File: config.mk
export PLATFORM = sky130hd
export DESIGN_NAME = general_timers
export DESIGN_NICKNAME = d
export VERILOG_FILES = /design/src/timers_pkg.sv /design/src/general_timers.sv /design/src/pulse_divider.sv /design/src/edge_sync.sv
export SDC_FILE = /design/constraint.sdc
export NUM_CORES = 1
export LEC_CHECK = 0
export ABC_AREA = 0
export BUFFER_PORTS_ARGS = -buffer_cell sky130_fd_sc_hd__buf_2
export CAP_MARGIN = 25
export CORE_MARGIN = 5
export CORE_UTILIZATION = 60
export DETAILED_ROUTE_END_ITERATION = 16
export GPL_TIMING_DRIVEN = 1
export PLACE_DENSITY_LB_ADDON = 0.08
export SETUP_SLACK_MARGIN = 0.3
export SKIP_CTS_REPAIR_TIMING = 1
export SLEW_MARGIN = 15
export SYNTH_ARGS = -nofsm -noshare
export SYNTH_HDL_FRONTEND = slang
export SYNTH_SLANG_ARGS = --single-unit
File: constraint.sdc
create_clock -name clock -period 3.1 [get_ports clock]
set_input_delay 0.775 -clock clock [delete_from_list [all_inputs] [get_ports clock]]
set_output_delay 0.775 -clock clock [all_outputs]
set_load 0.02 [all_outputs]
File: src/timers_pkg.sv
package timers_pkg;
  // ************************************************************
  // register offsets (byte address = 4 * index)
  // ************************************************************
  localparam logic [7:0] IDX_TCTRL   = 8'h88;
  localparam logic [7:0] IDX_TMODE   = 8'h89;
  localparam logic [7:0] IDX_T0LO    = 8'h8A;
  localparam logic [7:0] IDX_T1LO    = 8'h8B;
  localparam logic [7:0] IDX_T0HI    = 8'h8C;
  localparam logic [7:0] IDX_T1HI    = 8'h8D;
  localparam logic [7:0] IDX_CKCTL   = 8'h8E;
  localparam logic [7:0] IDX_EXTCFG  = 8'hE4;
  localparam logic [7:0] IDX_T2CTL   = 8'hC8;
  localparam logic [7:0] IDX_T2RLL   = 8'hCA;
  localparam logic [7:0] IDX_T2RLH   = 8'hCB;
  localparam logic [7:0] IDX_T2LO    = 8'hCC;
  localparam logic [7:0] IDX_T2HI    = 8'hCD;
  localparam logic [7:0] IDX_ISTAT   = 8'hF0;
  localparam logic [7:0] IDX_IMASK   = 8'hF1;
  // ************************************************************
  // field positions
  // ************************************************************
  localparam int TC_TF1 = 7;
  localparam int TC_TR1 = 6;
  localparam int TC_TF0 = 5;
  localparam int TC_TR0 = 4;
  localparam int TM_GATE1 = 7;
  localparam int TM_CT1   = 6;
  localparam int TM_TIMER0_GATE_BIT = 3;
  localparam int TM_CT0   = 2;
  localparam int CK_TIMER2_HIGH_CLOCK_SELECT = 5;
  localparam int CK_TIMER2_LOW_CLOCK_SELECT = 4;
  localparam int CK_T1M  = 3;
  localparam int CK_T0M  = 2;
  localparam int EX_B_POL = 7;
  localparam int EX_A_POL = 3;
  localparam int T2_TFH  = 7;
  localparam int T2_TFL  = 6;
  localparam int T2_LEN  = 5;
  localparam int T2_SPL  = 3;
  localparam int T2_TR   = 2;
  localparam int T2_XCLK = 0;
  // status bits: 0 timer0, 1 timer1, 2 timer2
  localparam int NUM_IRQ = 3;
  // ************************************************************
  // reset values and divide counts
  // ************************************************************
  localparam logic [7:0] RESET_BYTE = 8'h00;
  localparam int DIV_SYS12 = 12;
  localparam int DIV_EXT8  = 8;
  localparam int DIV_SYS4  = 4;
  localparam int DIV_SYS48 = 48;
  localparam logic [31:0] UNMAPPED_READ = 32'h0000_0000;
endpackage

File: src/general_timers.sv
`timescale 1ns/10ps
`default_nettype none
module general_timers
  import timers_pkg::*;
(
  input  wire logic        clock,            // 25 MHz system clock
  input  wire logic        rst_n,            // sync reset, active low
  input  wire logic [9:0]  avs_address,      // byte address
  input  wire logic        avs_read,         // read strobe
  input  wire logic        avs_write,        // write strobe
  input  wire logic [31:0] avs_writedata,    // write data
  input  wire logic [3:0]  avs_byteenable,   // byte lanes
  output logic      [31:0] avs_readdata,     // read data
  output logic             avs_waitrequest,  // stall
  input  wire logic        timer0_count_pin, // timer 0 count input
  input  wire logic        timer1_count_pin, // timer 1 count input
  input  wire logic        external_gate_input_a, // timer 0 gate
  input  wire logic        external_gate_input_b, // timer 1 gate
  input  wire logic        ext_clock_in,     // external clock source
  output logic             irq               // level interrupt
);
  import timers_pkg::*;
  // ************************************************************
  // registers
  // ************************************************************
  logic [7:0] tctrl_reg, tmode_reg, ckctl_reg, extcfg_reg, t2ctl_reg;
  logic [7:0] t0lo_reg, t0hi_reg, t1lo_reg, t1hi_reg;
  logic [7:0] t2lo_reg, t2hi_reg, t2rll_reg, t2rlh_reg;
  logic [NUM_IRQ-1:0] istat_reg, imask_reg;
  logic       ack_reg;
  // ************************************************************
  // bus decode
  // ************************************************************
  wire        word_ok = (avs_address[1:0] == 2'b00);
  wire [7:0]  idx     = avs_address[9:2];
  // commit on the answer edge, the one where the master sees waitrequest low
  wire        wr      = avs_write && ack_reg && word_ok && avs_byteenable[0];
  wire [7:0]  wd      = avs_writedata[7:0];
  wire w_tctrl  = wr && idx == IDX_TCTRL;
  wire w_tmode  = wr && idx == IDX_TMODE;
  wire w_t0lo   = wr && idx == IDX_T0LO;
  wire w_t1lo   = wr && idx == IDX_T1LO;
  wire w_t0hi   = wr && idx == IDX_T0HI;
  wire w_t1hi   = wr && idx == IDX_T1HI;
  wire w_ckctl  = wr && idx == IDX_CKCTL;
  wire w_extcfg = wr && idx == IDX_EXTCFG;
  wire w_t2ctl  = wr && idx == IDX_T2CTL;
  wire w_t2rll  = wr && idx == IDX_T2RLL;
  wire w_t2rlh  = wr && idx == IDX_T2RLH;
  wire w_t2lo   = wr && idx == IDX_T2LO;
  wire w_t2hi   = wr && idx == IDX_T2HI;
  wire w_istat  = wr && idx == IDX_ISTAT;
  wire w_imask  = wr && idx == IDX_IMASK;
  // ************************************************************
  // clock sources
  // ************************************************************
  logic tick4, tick12, tick48, ext_fall, ext_tick8;
  logic ext_lvl;
  pulse_divider #(.DIV(DIV_SYS4)) u_div4 (
    .clock(clock), .rst_n(rst_n), .tick_in(1'b1), .tick_out(tick4));
  pulse_divider #(.DIV(DIV_SYS12)) u_div12 (
    .clock(clock), .rst_n(rst_n), .tick_in(1'b1), .tick_out(tick12));
  pulse_divider #(.DIV(DIV_SYS48)) u_div48 (
    .clock(clock), .rst_n(rst_n), .tick_in(1'b1), .tick_out(tick48));
  edge_sync u_ext (
    .clock(clock), .rst_n(rst_n), .pin(ext_clock_in),
    .level(ext_lvl), .fall(ext_fall));
  pulse_divider #(.DIV(DIV_EXT8)) u_div8 (
    .clock(clock), .rst_n(rst_n), .tick_in(ext_fall), .tick_out(ext_tick8));
  // shared scale field: 0 /12, 1 /4, 2 /48, 3 ext/8
  logic scaled_tick;
  always_comb begin
    case (ckctl_reg[1:0])
      2'd0:    scaled_tick = tick12;
      2'd1:    scaled_tick = tick4;
      2'd2:    scaled_tick = tick48;
      default: scaled_tick = ext_tick8;
    endcase
  end
  // ************************************************************
  // timers 0 and 1 inputs
  // ************************************************************
  logic c0_lvl, c1_lvl, c0_fall, c1_fall, ga_lvl, gb_lvl;
  edge_sync u_c0 (.clock(clock), .rst_n(rst_n), .pin(timer0_count_pin),
    .level(c0_lvl), .fall(c0_fall));
  edge_sync u_c1 (.clock(clock), .rst_n(rst_n), .pin(timer1_count_pin),
    .level(c1_lvl), .fall(c1_fall));
  edge_sync u_ga (.clock(clock), .rst_n(rst_n),
    .pin(external_gate_input_a), .level(ga_lvl), .fall());
  edge_sync u_gb (.clock(clock), .rst_n(rst_n),
    .pin(external_gate_input_b), .level(gb_lvl), .fall());
  wire ga_act = ga_lvl == extcfg_reg[EX_A_POL];
  wire gb_act = gb_lvl == extcfg_reg[EX_B_POL];
  wire run0 = tctrl_reg[TC_TR0] && (!tmode_reg[TM_TIMER0_GATE_BIT] || ga_act);
  wire run1 = tctrl_reg[TC_TR1] && (!tmode_reg[TM_GATE1] || gb_act);
  wire src0 = tmode_reg[TM_CT0] ? c0_fall :
              (ckctl_reg[CK_T0M] ? 1'b1 : scaled_tick);
  wire src1 = tmode_reg[TM_CT1] ? c1_fall :
              (ckctl_reg[CK_T1M] ? 1'b1 : scaled_tick);
  wire inc0 = run0 && src0;
  wire inc1 = run1 && src1;
  // only mode 0 (13-bit) is counted; mode bits [1:0]/[5:4] stored
  wire [12:0] cnt0 = {t0hi_reg, t0lo_reg[4:0]};
  wire [12:0] cnt1 = {t1hi_reg, t1lo_reg[4:0]};
  wire [12:0] nxt0 = cnt0 + 13'h0001;
  wire [12:0] nxt1 = cnt1 + 13'h0001;
  wire ovf0 = inc0 && (cnt0 == 13'h1FFF);
  wire ovf1 = inc1 && (cnt1 == 13'h1FFF);
  // ************************************************************
  // timer 2 split halves
  // ************************************************************
  wire split = t2ctl_reg[T2_SPL];
  wire base2 = t2ctl_reg[T2_XCLK] ? ext_tick8 : tick12;
  wire src2l = ckctl_reg[CK_TIMER2_LOW_CLOCK_SELECT] ? 1'b1 : base2;
  wire src2h = ckctl_reg[CK_TIMER2_HIGH_CLOCK_SELECT] ? 1'b1 : base2;
  wire inc2l = split && src2l;
  wire inc2h = split && t2ctl_reg[T2_TR] && src2h;
  wire ovf2l = inc2l && (t2lo_reg == 8'hFF);
  wire ovf2h = inc2h && (t2hi_reg == 8'hFF);
  wire irq2 = ovf2h || (ovf2l && t2ctl_reg[T2_LEN]);
  // ************************************************************
  // control and count registers
  // ************************************************************
  always_ff @(posedge clock) begin
    if (!rst_n) begin
      tmode_reg  <= RESET_BYTE;
      ckctl_reg  <= RESET_BYTE;
      extcfg_reg <= RESET_BYTE;
      t2rll_reg  <= RESET_BYTE;
      t2rlh_reg  <= RESET_BYTE;
    end else begin
      if (w_tmode)  tmode_reg  <= wd;
      if (w_ckctl)  ckctl_reg  <= wd;
      if (w_extcfg) extcfg_reg <= wd;
      if (w_t2rll)  t2rll_reg  <= wd;
      if (w_t2rlh)  t2rlh_reg  <= wd;
    end
  end
  // flags: hardware set wins over a software write
  always_ff @(posedge clock) begin
    if (!rst_n) begin
      tctrl_reg <= RESET_BYTE;
    end else begin
      if (w_tctrl) tctrl_reg <= wd;
      if (ovf0) tctrl_reg[TC_TF0] <= 1'b1;
      if (ovf1) tctrl_reg[TC_TF1] <= 1'b1;
    end
  end
  always_ff @(posedge clock) begin
    if (!rst_n) begin
      t2ctl_reg <= RESET_BYTE;
    end else begin
      if (w_t2ctl) t2ctl_reg <= wd;
      if (ovf2h) t2ctl_reg[T2_TFH] <= 1'b1;
      if (ovf2l) t2ctl_reg[T2_TFL] <= 1'b1;
    end
  end
  // count write has priority over increment
  always_ff @(posedge clock) begin
    if (!rst_n) begin
      t0lo_reg <= RESET_BYTE;
      t0hi_reg <= RESET_BYTE;
      t1lo_reg <= RESET_BYTE;
      t1hi_reg <= RESET_BYTE;
    end else begin
      if (w_t0lo) t0lo_reg <= wd;
      else if (inc0) t0lo_reg <= {t0lo_reg[7:5], nxt0[4:0]};
      if (w_t0hi) t0hi_reg <= wd;
      else if (inc0) t0hi_reg <= nxt0[12:5];
      if (w_t1lo) t1lo_reg <= wd;
      else if (inc1) t1lo_reg <= {t1lo_reg[7:5], nxt1[4:0]};
      if (w_t1hi) t1hi_reg <= wd;
      else if (inc1) t1hi_reg <= nxt1[12:5];
    end
  end
  always_ff @(posedge clock) begin
    if (!rst_n) begin
      t2lo_reg <= RESET_BYTE;
      t2hi_reg <= RESET_BYTE;
    end else begin
      if (w_t2lo) t2lo_reg <= wd;
      else if (ovf2l) t2lo_reg <= t2rll_reg;
      else if (inc2l) t2lo_reg <= t2lo_reg + 8'h01;
      if (w_t2hi) t2hi_reg <= wd;
      else if (ovf2h) t2hi_reg <= t2rlh_reg;
      else if (inc2h) t2hi_reg <= t2hi_reg + 8'h01;
    end
  end
  // ************************************************************
  // interrupts
  // ************************************************************
  wire [NUM_IRQ-1:0] ev = {irq2, ovf1, ovf0};
  wire [NUM_IRQ-1:0] clr = w_istat ? wd[NUM_IRQ-1:0] : '0;
  always_ff @(posedge clock) begin
    if (!rst_n) begin
      istat_reg <= '0;
      imask_reg <= '0;
      irq       <= 1'b0;
    end else begin
      istat_reg <= (istat_reg & ~clr) | ev;
      if (w_imask) imask_reg <= wd[NUM_IRQ-1:0];
      irq <= |(((istat_reg & ~clr) | ev) &
               (w_imask ? wd[NUM_IRQ-1:0] : imask_reg));
    end
  end
  // ************************************************************
  // read path: one wait cycle, answer on the second edge
  // ************************************************************
  logic [7:0] rmux;
  logic       hit;
  always_comb begin
    hit = 1'b1;
    case (idx)
      IDX_TCTRL:  rmux = tctrl_reg;
      IDX_TMODE:  rmux = tmode_reg;
      IDX_T0LO:   rmux = t0lo_reg;
      IDX_T1LO:   rmux = t1lo_reg;
      IDX_T0HI:   rmux = t0hi_reg;
      IDX_T1HI:   rmux = t1hi_reg;
      IDX_CKCTL:  rmux = ckctl_reg;
      IDX_EXTCFG: rmux = extcfg_reg;
      IDX_T2CTL:  rmux = t2ctl_reg;
      IDX_T2RLL:  rmux = t2rll_reg;
      IDX_T2RLH:  rmux = t2rlh_reg;
      IDX_T2LO:   rmux = t2lo_reg;
      IDX_T2HI:   rmux = t2hi_reg;
      IDX_ISTAT:  rmux = {5'h00, istat_reg};
      IDX_IMASK:  rmux = {5'h00, imask_reg};
      default: begin
        rmux = 8'h00;
        hit  = 1'b0;
      end
    endcase
  end
  wire req = (avs_read || avs_write) && !ack_reg;
  always_ff @(posedge clock) begin
    if (!rst_n) begin
      ack_reg         <= 1'b0;
      avs_waitrequest <= 1'b1;
      avs_readdata    <= UNMAPPED_READ;
    end else begin
      ack_reg         <= req;
      avs_waitrequest <= !req;
      if (avs_read && !ack_reg) begin
        avs_readdata <= (hit && word_ok) ? {24'h000000, rmux} : UNMAPPED_READ;
      end
    end
  end
endmodule
`default_nettype wire

File: src/pulse_divider.sv
`timescale 1ns/10ps
`default_nettype none
module pulse_divider #(
  parameter int DIV = 12
) (
  input  wire logic clock,   // system clock
  input  wire logic rst_n,   // sync reset
  input  wire logic tick_in, // source enable
  output var  logic tick_out // one pulse per DIV ticks
);
  localparam int W = $clog2(DIV) + 1;
  logic [W-1:0] cnt_reg;
  wire          last = (cnt_reg == W'(DIV - 1));
  always_ff @(posedge clock) begin
    if (!rst_n) begin
      cnt_reg  <= '0;
      tick_out <= 1'b0;
    end else begin
      tick_out <= tick_in && last;
      if (tick_in) begin
        cnt_reg <= last ? '0 : cnt_reg + W'(1);
      end
    end
  end
endmodule
`default_nettype wire

File: src/edge_sync.sv
`timescale 1ns/10ps
`default_nettype none
module edge_sync (
  input  wire logic clock,   // system clock
  input  wire logic rst_n,   // sync reset
  input  wire logic pin,     // raw pin
  output var  logic level,   // synchronised level
  output logic      fall     // one-cycle falling edge pulse
);
  logic meta_reg;
  // first stage feeds only the second
  always_ff @(posedge clock) begin
    if (!rst_n) begin
      meta_reg <= 1'b1;
      level    <= 1'b1;
    end else begin
      meta_reg <= pin;
      level    <= meta_reg;
    end
  end
  logic prev_reg;
  always_ff @(posedge clock) begin
    if (!rst_n) prev_reg <= 1'b1;
    else prev_reg <= level;
  end
  assign fall = prev_reg && !level;
endmodule
`default_nettype wire

==> load_flow_metrics.sql, run 1 <==
INSERT INTO impl_metrics (metric_group, metric, value, unit) VALUES
('status', 'run_status', 'complete, no violations', ''),
('placed_design', 'portBuffers', '37', ''),
('critical_path', 'worst_setup_path_category', 'in2reg', ''),
('cells_and_area', 'layout.filler_cells', '1119', ''),
('cells_and_area', 'area.growth.synth_to_final', '10.5', '%'),
('routing', 'ant_nets', '0', ''),
('cts', 'cts_tree', 'built', ''),
('power', 'power.clock.fraction', '0.467', ''),
('timing', 'clock_tree_skew_after_final_layout', '9.83', 'ps'),
('power', 'reported_net_switching_power', '1.11', 'mW'),
('cts', 'cts.root.buffer_cell', 'sky130_fd_sc_hd__clkbuf_16', ''),
('cts', 'clk_latency', '440', 'ps'),
('critical_path', 'reg2reg_depth', '6', ''),
('critical_path', 'cp_slowest_stage_delay', '540', 'ps'),
('routing', 'detailedRoute.firstIterationViolations', '884', ''),
('timing', 'max-slew-margin-rel', '0.375', ''),
('power', 'seqPwrFrac', '0.469', ''),
('synth', 'post_synth.cell_area_avg', '8.72', 'um^2'),
('critical_path', 'critPathCaptureType', 'register', ''),
('cts', 'numClockSinks', '157', ''),
('floorplan', 'core_area', '13300', 'um^2'),
('timing', 'hold_violations', '0', ''),
('grt', 'grt_pass1_wl', '40900', 'um'),
('power', 'power_report.internal_total', '3.26', 'mW'),
('grt', 'largest_net_degree_at_the_start_of_global_routing', '34', ''),
('routing', 'drcViolationCount', '0', ''),
('cts', 'cts-buffers-inserted', '17', ''),
('timing', 'timing.final.crit_share', '0.820', ''),
('critical_path', 'cp_slowest_cell', 'sky130_fd_sc_hd__and2_1', ''),
('grt', 'grt_overflow', '0', ''),
('placed_design', 'place_ws', '182', 'ps'),
('timing', 'timing.fmax', '393', 'MHz'),
('critical_path', 'reg2reg_slack', '710', 'ps'),
('floorplan', 'ports_placed_on_the_boundary', '89', ''),
('critical_path', 'critPathRequiredTime', '3400', 'ps'),
('floorplan', 'design.die.area', '16200', 'um^2'),
('cells_and_area', 'final_core_utilization', '0.684', ''),
('grt', 'grt_antenna_before_repair', '0', ''),
('synth', 'synthFlopType', 'sky130_fd_sc_hd__dfxtp_1', ''),
('cells_and_area', 'final_cell_mix', 'sky130_fd_sc_hd__dfxtp_1 (157), sky130_fd_sc_hd__nor2_1 (93), sky130_fd_sc_hd__mux2i_1 (69)', ''),
('critical_path', 'r2r-start', 'ack_reg$_SDFF_PN0_', ''),
('timing', 'worst_pin_slew', '938', 'ps'),
('critical_path', 'setup.worst_path.start', 'avs_address[1]', ''),
('synth', 'yosysWarnings', '0', ''),
('timing', 'setup_viol', '0', ''),
('synth', 'synth_cell_types', '75', ''),
('cells_and_area', 'layout.cells.most_common', 'sky130_fd_sc_hd__dfxtp_1', ''),
('critical_path', 'reg2reg_to', 't1lo_reg[4]$_SDFFE_PN0P_', ''),
('floorplan', 'die_ht', '127', 'um'),
('cts', 'clk_path_buf_depth', '2', ''),
('routing', 'vias_per_cell', '6.53', ''),
('critical_path', 'worst_setup_path_endpoint', 't1lo_reg[4]$_SDFFE_PN0P_', ''),
('critical_path', 'cp-start-kind', 'input pin', ''),
('synth', 'synth.cell_area', '8260', 'um^2'),
('critical_path', 'worst-endpoint-arrival', '2840', 'ps'),
('floorplan', 'placementRows', '42', ''),
('power', 'peak_supply_drop', '0.379', 'mV'),
('cts', 'clk_pin_slew', '60', 'ps'),
('routing', 'drt-total-wl', '26100', 'um'),
('timing', 'period_minus_slack', '2540', 'ps'),
('cells_and_area', 'layout.nets', '1035', ''),
('power', 'power_per_cell_area', '479', 'nW/um^2'),
('synth', 'count_of_flip_flops_with_a_built_in_enable_after_synthesis', '0', ''),
('critical_path', 'timing.critical_path.cells', 'buf_2, and4bb_2, and2_1, buf_4, nand3_1, o21ai_0, a21oi_1', ''),
('grt', 'first_global_vias', '7302', ''),
('hold_path', 'hp-start', 'u_ga.meta_reg$_SDFF_PN1_', ''),
('job', 'cap_violations', '0', ''),
('routing', 'drt_first_pass_iters', '5', ''),
('power', 'combPwrFrac', '0.064', ''),
('routing', 'via_count', '7573', ''),
('power', 'swShare', '0.254', '');
[final cells by class]
| class | instances | area [um^2] | share of cell area |
|---|---|---|---|
| Clock inverter | 12 | 123 | 0.0134 |
| Timing Repair Buffer | 68 | 443 | 0.0485 |
| Sequential cell | 157 | 3140 | 0.344 |
| Multi-Input combinational cell | 712 | 4690 | 0.514 |
| Inverter | 15 | 56.3 | 0.00617 |
| Tap cell | 176 | 220 | 0.0241 |
| Clock buffer | 20 | 447 | 0.0489 |
[power by group through the flow]
stage / Sequential (mW) / Clock (mW) / Combinational, mW
final: 2.05 / 2.04 / 0.278
after floorplan: 2.09 / 0 / 0.187
after global placement: 2.09 / 0 / 0.264
after global routing: 2.05 / 2.17 / 0.296
after detailed placement: 2.10 / 0 / 0.269
after CTS: 2.05 / 2.05 / 0.270
[cells in the mapped netlist (3+ instances only)]
master                      count  area share
sky130_fd_sc_hd__nand3_2        4      0.0049
sky130_fd_sc_hd__a211o_1        5      0.0053
sky130_fd_sc_hd__buf_4         26       0.024
sky130_fd_sc_hd__nor4_1         4      0.0030
sky130_fd_sc_hd__a41oi_1        4      0.0042
sky130_fd_sc_hd__a21oi_1       61       0.037
sky130_fd_sc_hd__nand2b_1      21       0.016
sky130_fd_sc_hd__o31ai_1        6      0.0055
sky130_fd_sc_hd__a22o_1         5      0.0053
sky130_fd_sc_hd__and2_1        11      0.0083
sky130_fd_sc_hd__nor2b_1        8      0.0061
sky130_fd_sc_hd__xor2_1        27       0.029
sky130_fd_sc_hd__and3_1        25       0.019
sky130_fd_sc_hd__nor3_1         9      0.0055
sky130_fd_sc_hd__clkbuf_1      36       0.016
sky130_fd_sc_hd__nand4_1       31       0.023
sky130_fd_sc_hd__ha_1           9       0.014
sky130_fd_sc_hd__nor2_1        93       0.042
sky130_fd_sc_hd__and4bb_2       3      0.0045
sky130_fd_sc_hd__mux2i_1       69       0.084
sky130_fd_sc_hd__and4b_1        5      0.0061
sky130_fd_sc_hd__inv_1         15      0.0068
sky130_fd_sc_hd__nand3_1       58       0.035
sky130_fd_sc_hd__xnor2_1        8      0.0085
sky130_fd_sc_hd__o211ai_1       3      0.0027
sky130_fd_sc_hd__a221oi_1       7      0.0074
sky130_fd_sc_hd__and4_1         6      0.0064
sky130_fd_sc_hd__a21o_1         5      0.0045
sky130_fd_sc_hd__dfxtp_1      157        0.38
sky130_fd_sc_hd__mux2_2        15       0.020
sky130_fd_sc_hd__a22oi_1       10      0.0091
sky130_fd_sc_hd__buf_2         22       0.013
sky130_fd_sc_hd__a221o_1        3      0.0036
sky130_fd_sc_hd__a221oi_2       3      0.0055
sky130_fd_sc_hd__a32oi_1       10       0.011
sky130_fd_sc_hd__o2bb2ai_1      4      0.0042
sky130_fd_sc_hd__o21ai_0       35       0.021
sky130_fd_sc_hd__nand2_1       58       0.026
sky130_fd_sc_hd__a211oi_1      15       0.014
sky130_fd_sc_hd__a31oi_1        5      0.0038
[worst max-delay path: cells and delay by family]
kind | cells | cell delay (ps)
and+or+nand+nor | 3 | 1270
buffers and inverters | 2 | 390
AOI/OAI and AO/OA | 2 | 390
[metal layers]
layer / GRT usage / wire length [um] / up-vias
met4: 0.122 / 781 / 0
met3: 0.0797 / 2600 / 69
met1: 0.432 / 10700 / 3586
li1: - / - / 3473
met2: 0.508 / 12000 / 445
met5: 0 / 0 / -
[worst min-delay path by stage]
stage                                        to  cells after the start  slack (ps)
after floorplan           u_c0.level$_SDFF_PN1_                      1         390
after global placement    u_gb.level$_SDFF_PN1_                      1         400
after detailed placement  u_ga.level$_SDFF_PN1_                      1         400
after CTS                 u_ga.level$_SDFF_PN1_                      1         410
after global routing      u_ga.level$_SDFF_PN1_                      1         440
final                     u_ga.level$_SDFF_PN1_                      1         410
[per-stage QoR]
step / instance area, um^2 / hold WS [ps] / cells
finish: 9130 / 407 / 1160
floorplan: 8340 / 386 / 970
global route: 9130 / 438 / 1160
CTS: 9130 / 411 / 1160
detailed placement: 8560 / 397 / 1128
global placement: 8560 / 397 / 1128
[kinds of logic (layout without fill, tap and decap cells)]
family / after synthesis / in the layout / synth area share
adders and majority gates: 9 / 9 / 0.0136
and+or+nand+nor: 355 / 355 / 0.231
buffers and inverters: 101 / 115 / 0.0611
AOI/OAI and AO/OA: 204 / 204 / 0.169
DFF: 157 / 157 / 0.381
muxes: 85 / 85 / 0.107
xor gates and xnor gates: 35 / 35 / 0.0371
other: 1 / 24 / 0.000454
Note: power is estimated with default switching activity, not from simulation.
==> inputs of run 2 (changes only) <==
Settings changed: CORE_UTILIZATION 60 to 59.
Clock period 3.1 ns to 2.39 ns, I/O delays scaled along.
==> run 2 against run 1 <==
Clock power is 34% higher. Via count is 2.6% higher. Wire length is 2.6% higher. Non-clock buffer count is 32 higher. Sequential power is 30% higher. Flip-flop and latch count stayed put. Combinational power is 42% higher. Die area is 1.6% higher.
==> load_flow_metrics.sql, run 2 (same netlist as run 1, synthesis figures left out) <==
INSERT INTO impl_metrics (metric_group, metric, value, unit) VALUES
('timing', 'grt_setup_unrepaired', 'false', ''),
('grt', 'grt_antenna_before_repair', '1', ''),
('routing', 'drcViolationCount', '0', ''),
('critical_path', 'timing.critical_path.cells', 'mux2_2, o21ai_1, nor2_1, a221o_1, a221o_1', ''),
('timing', 'fin_ws', '375', 'ps'),
('timing', 'hold_violations', '0', ''),
('power', 'swShare', '0.264', ''),
('grt', 'grt_overflow', '0', ''),
('critical_path', 'critical_path.most_common_cell', 'sky130_fd_sc_hd__a221o_1', ''),
('critical_path', 'cp-start-kind', 'register', ''),
('cts', 'htreeDepth', '4', ''),
('cells_and_area', 'final_instance_area', '9490', 'um^2'),
('timing', 'worst_pin_slew', '612', 'ps'),
('critical_path', 'worst-endpoint-arrival', '2340', 'ps'),
('timing', 'timing.fmax', '496', 'MHz'),
('power', 'peak_supply_drop', '0.506', 'mV'),
('grt', 'largest_net_degree_at_the_start_of_global_routing', '31', ''),
('routing', 'wl_per_cell', '22.4', 'um'),
('critical_path', 'path_max_fanout', '5', ''),
('cells_and_area', 'num_antenna_cells', '0', ''),
('placed_design', 'portBuffers', '37', ''),
('cells_and_area', 'layout.filler_cells', '1099', ''),
('floorplan', 'placementRows', '43', ''),
('hold_path', 'timing.hold.worst_path_depth', '2', ''),
('routing', 'vias_per_cell', '6.50', ''),
('power', 'combPwrFrac', '0.068', ''),
('timing', 'max-slew-margin-rel', '0.589', ''),
('cts', 'clk_path_buf_depth', '2', ''),
('cells_and_area', 'area.growth.synth_to_final', '14.9', '%'),
('cts', 'cts.root.buffer_cell', 'sky130_fd_sc_hd__clkbuf_16', ''),
('critical_path', 'reg2reg_slack', '380', 'ps'),
('floorplan', 'ports_placed_on_the_boundary', '89', ''),
('placed_design', 'routabilityCongestion', '0.965', ''),
('routing', 'ant_nets', '0', ''),
('cts', 'numClockSinks', '157', ''),
('critical_path', 'worst_setup_path_category', 'reg2reg', ''),
('power', 'power.leakage', '3.85', 'nW'),
('timing', 'timing.final.crit_share', '0.843', ''),
('cts', 'clk_pin_slew', '70', 'ps'),
('critical_path', 'r2r-start', 't2ctl_reg[0]$_SDFFE_PN0P_', ''),
('routing', 'drt-total-wl', '26800', 'um'),
('cts', 'cts-buffers-inserted', '17', ''),
('cells_and_area', 'drive_above_1_share', '0.170', ''),
('grt', 'first_global_vias', '7437', ''),
('critical_path', 'critPathCaptureType', 'register', ''),
('grt', 'grt_pass1_wl', '41900', 'um'),
('routing', 'drt_first_pass_iters', '5', ''),
('cts', 'clk_latency', '440', 'ps'),
('timing', 'final.setup.tns', '0', 'ps'),
('status', 'run_status', 'complete, no violations', ''),
('placed_design', 'placed_cell_area', '8880', 'um^2'),
('floorplan', 'die_ht', '128', 'um'),
('hold_path', 'timing.hold.worst.class', 'in2reg', ''),
('cells_and_area', 'layout.nets', '1067', ''),
('critical_path', 'cp_slowest_stage_delay', '430', 'ps'),
('routing', 'via_count', '7770', ''),
('placed_design', 'place_ws', '72.1', 'ps'),
('critical_path', 'critPathRequiredTime', '2720', 'ps'),
('power', 'reported_net_switching_power', '1.53', 'mW'),
('power', 'power.clock.fraction', '0.473', ''),
('hold_path', 'timing.hold.worst_endpoint', 'u_ext.meta_reg$_SDFF_PN1_', ''),
('power', 'power_per_cell_area', '610', 'nW/um^2'),
('cells_and_area', 'final_cell_mix', 'sky130_fd_sc_hd__dfxtp_1 (157), sky130_fd_sc_hd__nor2_1 (93), sky130_fd_sc_hd__mux2i_1 (69)', ''),
('floorplan', 'die_w', '128', 'um'),
('timing', 'drv_slew', '0', ''),
('timing', 'clock_tree_skew_after_final_layout', '10.3', 'ps'),
('job', 'cap_violations', '0', ''),
('power', 'seqPwrFrac', '0.459', ''),
('floorplan', 'starting_density_of_the_core', '0.597', ''),
('floorplan', 'design.die.area', '16500', 'um^2'),
('critical_path', 'reg2reg_depth', '5', ''),
('floorplan', 'core_area', '13800', 'um^2'),
('timing', 'period_minus_slack', '2010', 'ps'),
('critical_path', 'cp_slowest_cell', 'sky130_fd_sc_hd__mux2_2', ''),
('cells_and_area', 'layout.cells.most_common', 'sky130_fd_sc_hd__dfxtp_1', ''),
('critical_path', 'reg2reg_to', 'irq$_SDFF_PN0_', ''),
('cts', 'cts_tree', 'built', ''),
('timing', 'setup_viol', '0', ''),
('routing', 'detailedRoute.firstIterationViolations', '780', ''),
('power', 'fin_total_pwr', '5.79', 'mW'),
('grt', 'grt_usage', '0.328', ''),
('power', 'power_report.internal_total', '4.26', 'mW'),
('placed_design', 'hpwlAfterDp', '19300', 'um'),
('hold_path', 'hp-start', 'ext_clock_in', '');
## run 2: per-layer routing
metal / global-route usage / wire length [um]
met5: 0 / 14
met4: 0.147 / 1240
met3: 0.0721 / 2630
met2: 0.509 / 12100
met1: 0.437 / 10800
## run 2: layout make-up
type / count / area (um^2) / area share
Multi-Input combinational cell: 712 / 4710 / 0.496
Sequential cell: 157 / 3140 / 0.331
Timing Repair Buffer: 100 / 758 / 0.0799
Clock buffer: 17 / 425 / 0.0448
Tap cell: 180 / 225 / 0.0237
Clock inverter: 15 / 170 / 0.0179
Inverter: 15 / 56.3 / 0.00593
## run 2: per-stage QoR
| stage | instances | hold slack, ps | utilization |
|---|---|---|---|
| 3_5_place_dp | 1164 | 391 | 0.642 |
| 6_report | 1196 | 343 | 0.686 |
| 5_1_grt | 1196 | 354 | 0.686 |
| 4_1_cts | 1196 | 341 | 0.685 |
| 3_3_place_gp | 1164 | 388 | 0.642 |
| 2_1_floorplan | 970 | 386 | - |
## run 2: worst max-delay path by stage
stage | to | slack [ps] | from | depth (start not counted)
2_1_floorplan | avs_readdata[1]$_SDFFE_PN0P_ | 380 | avs_address[2] | 7
3_3_place_gp | avs_readdata[4]$_SDFFE_PN0P_ | 70 | avs_address[7] | 6
3_5_place_dp | avs_readdata[1]$_SDFFE_PN0P_ | 70 | avs_address[2] | 9
4_1_cts | irq$_SDFF_PN0_ | 420 | ckctl_reg[1]$_SDFFE_PN0P_ | 5
5_1_grt | irq$_SDFF_PN0_ | 300 | ckctl_reg[1]$_SDFFE_PN0P_ | 5
6_report | irq$_SDFF_PN0_ | 380 | t2ctl_reg[0]$_SDFFE_PN0P_ | 5
## run 2: power groups by stage
stage / clock network (mW) / logic, mW / registers [mW]
floorplan: 0 / 0.243 / 2.72
global placement: 0 / 0.374 / 2.72
detailed placement: 0 / 0.383 / 2.72
CTS: 2.76 / 0.384 / 2.66
global route: 2.87 / 0.416 / 2.66
finish: 2.73 / 0.394 / 2.66
## run 2: worst max-delay path: cells and delay by family, from the launching register on
family,cells,cell delay [ps]
AND/OR/NAND/NOR,1,100
AO/OA/AOI/OAI,3,1010
flip-flops,1,370
multiplexers,1,430
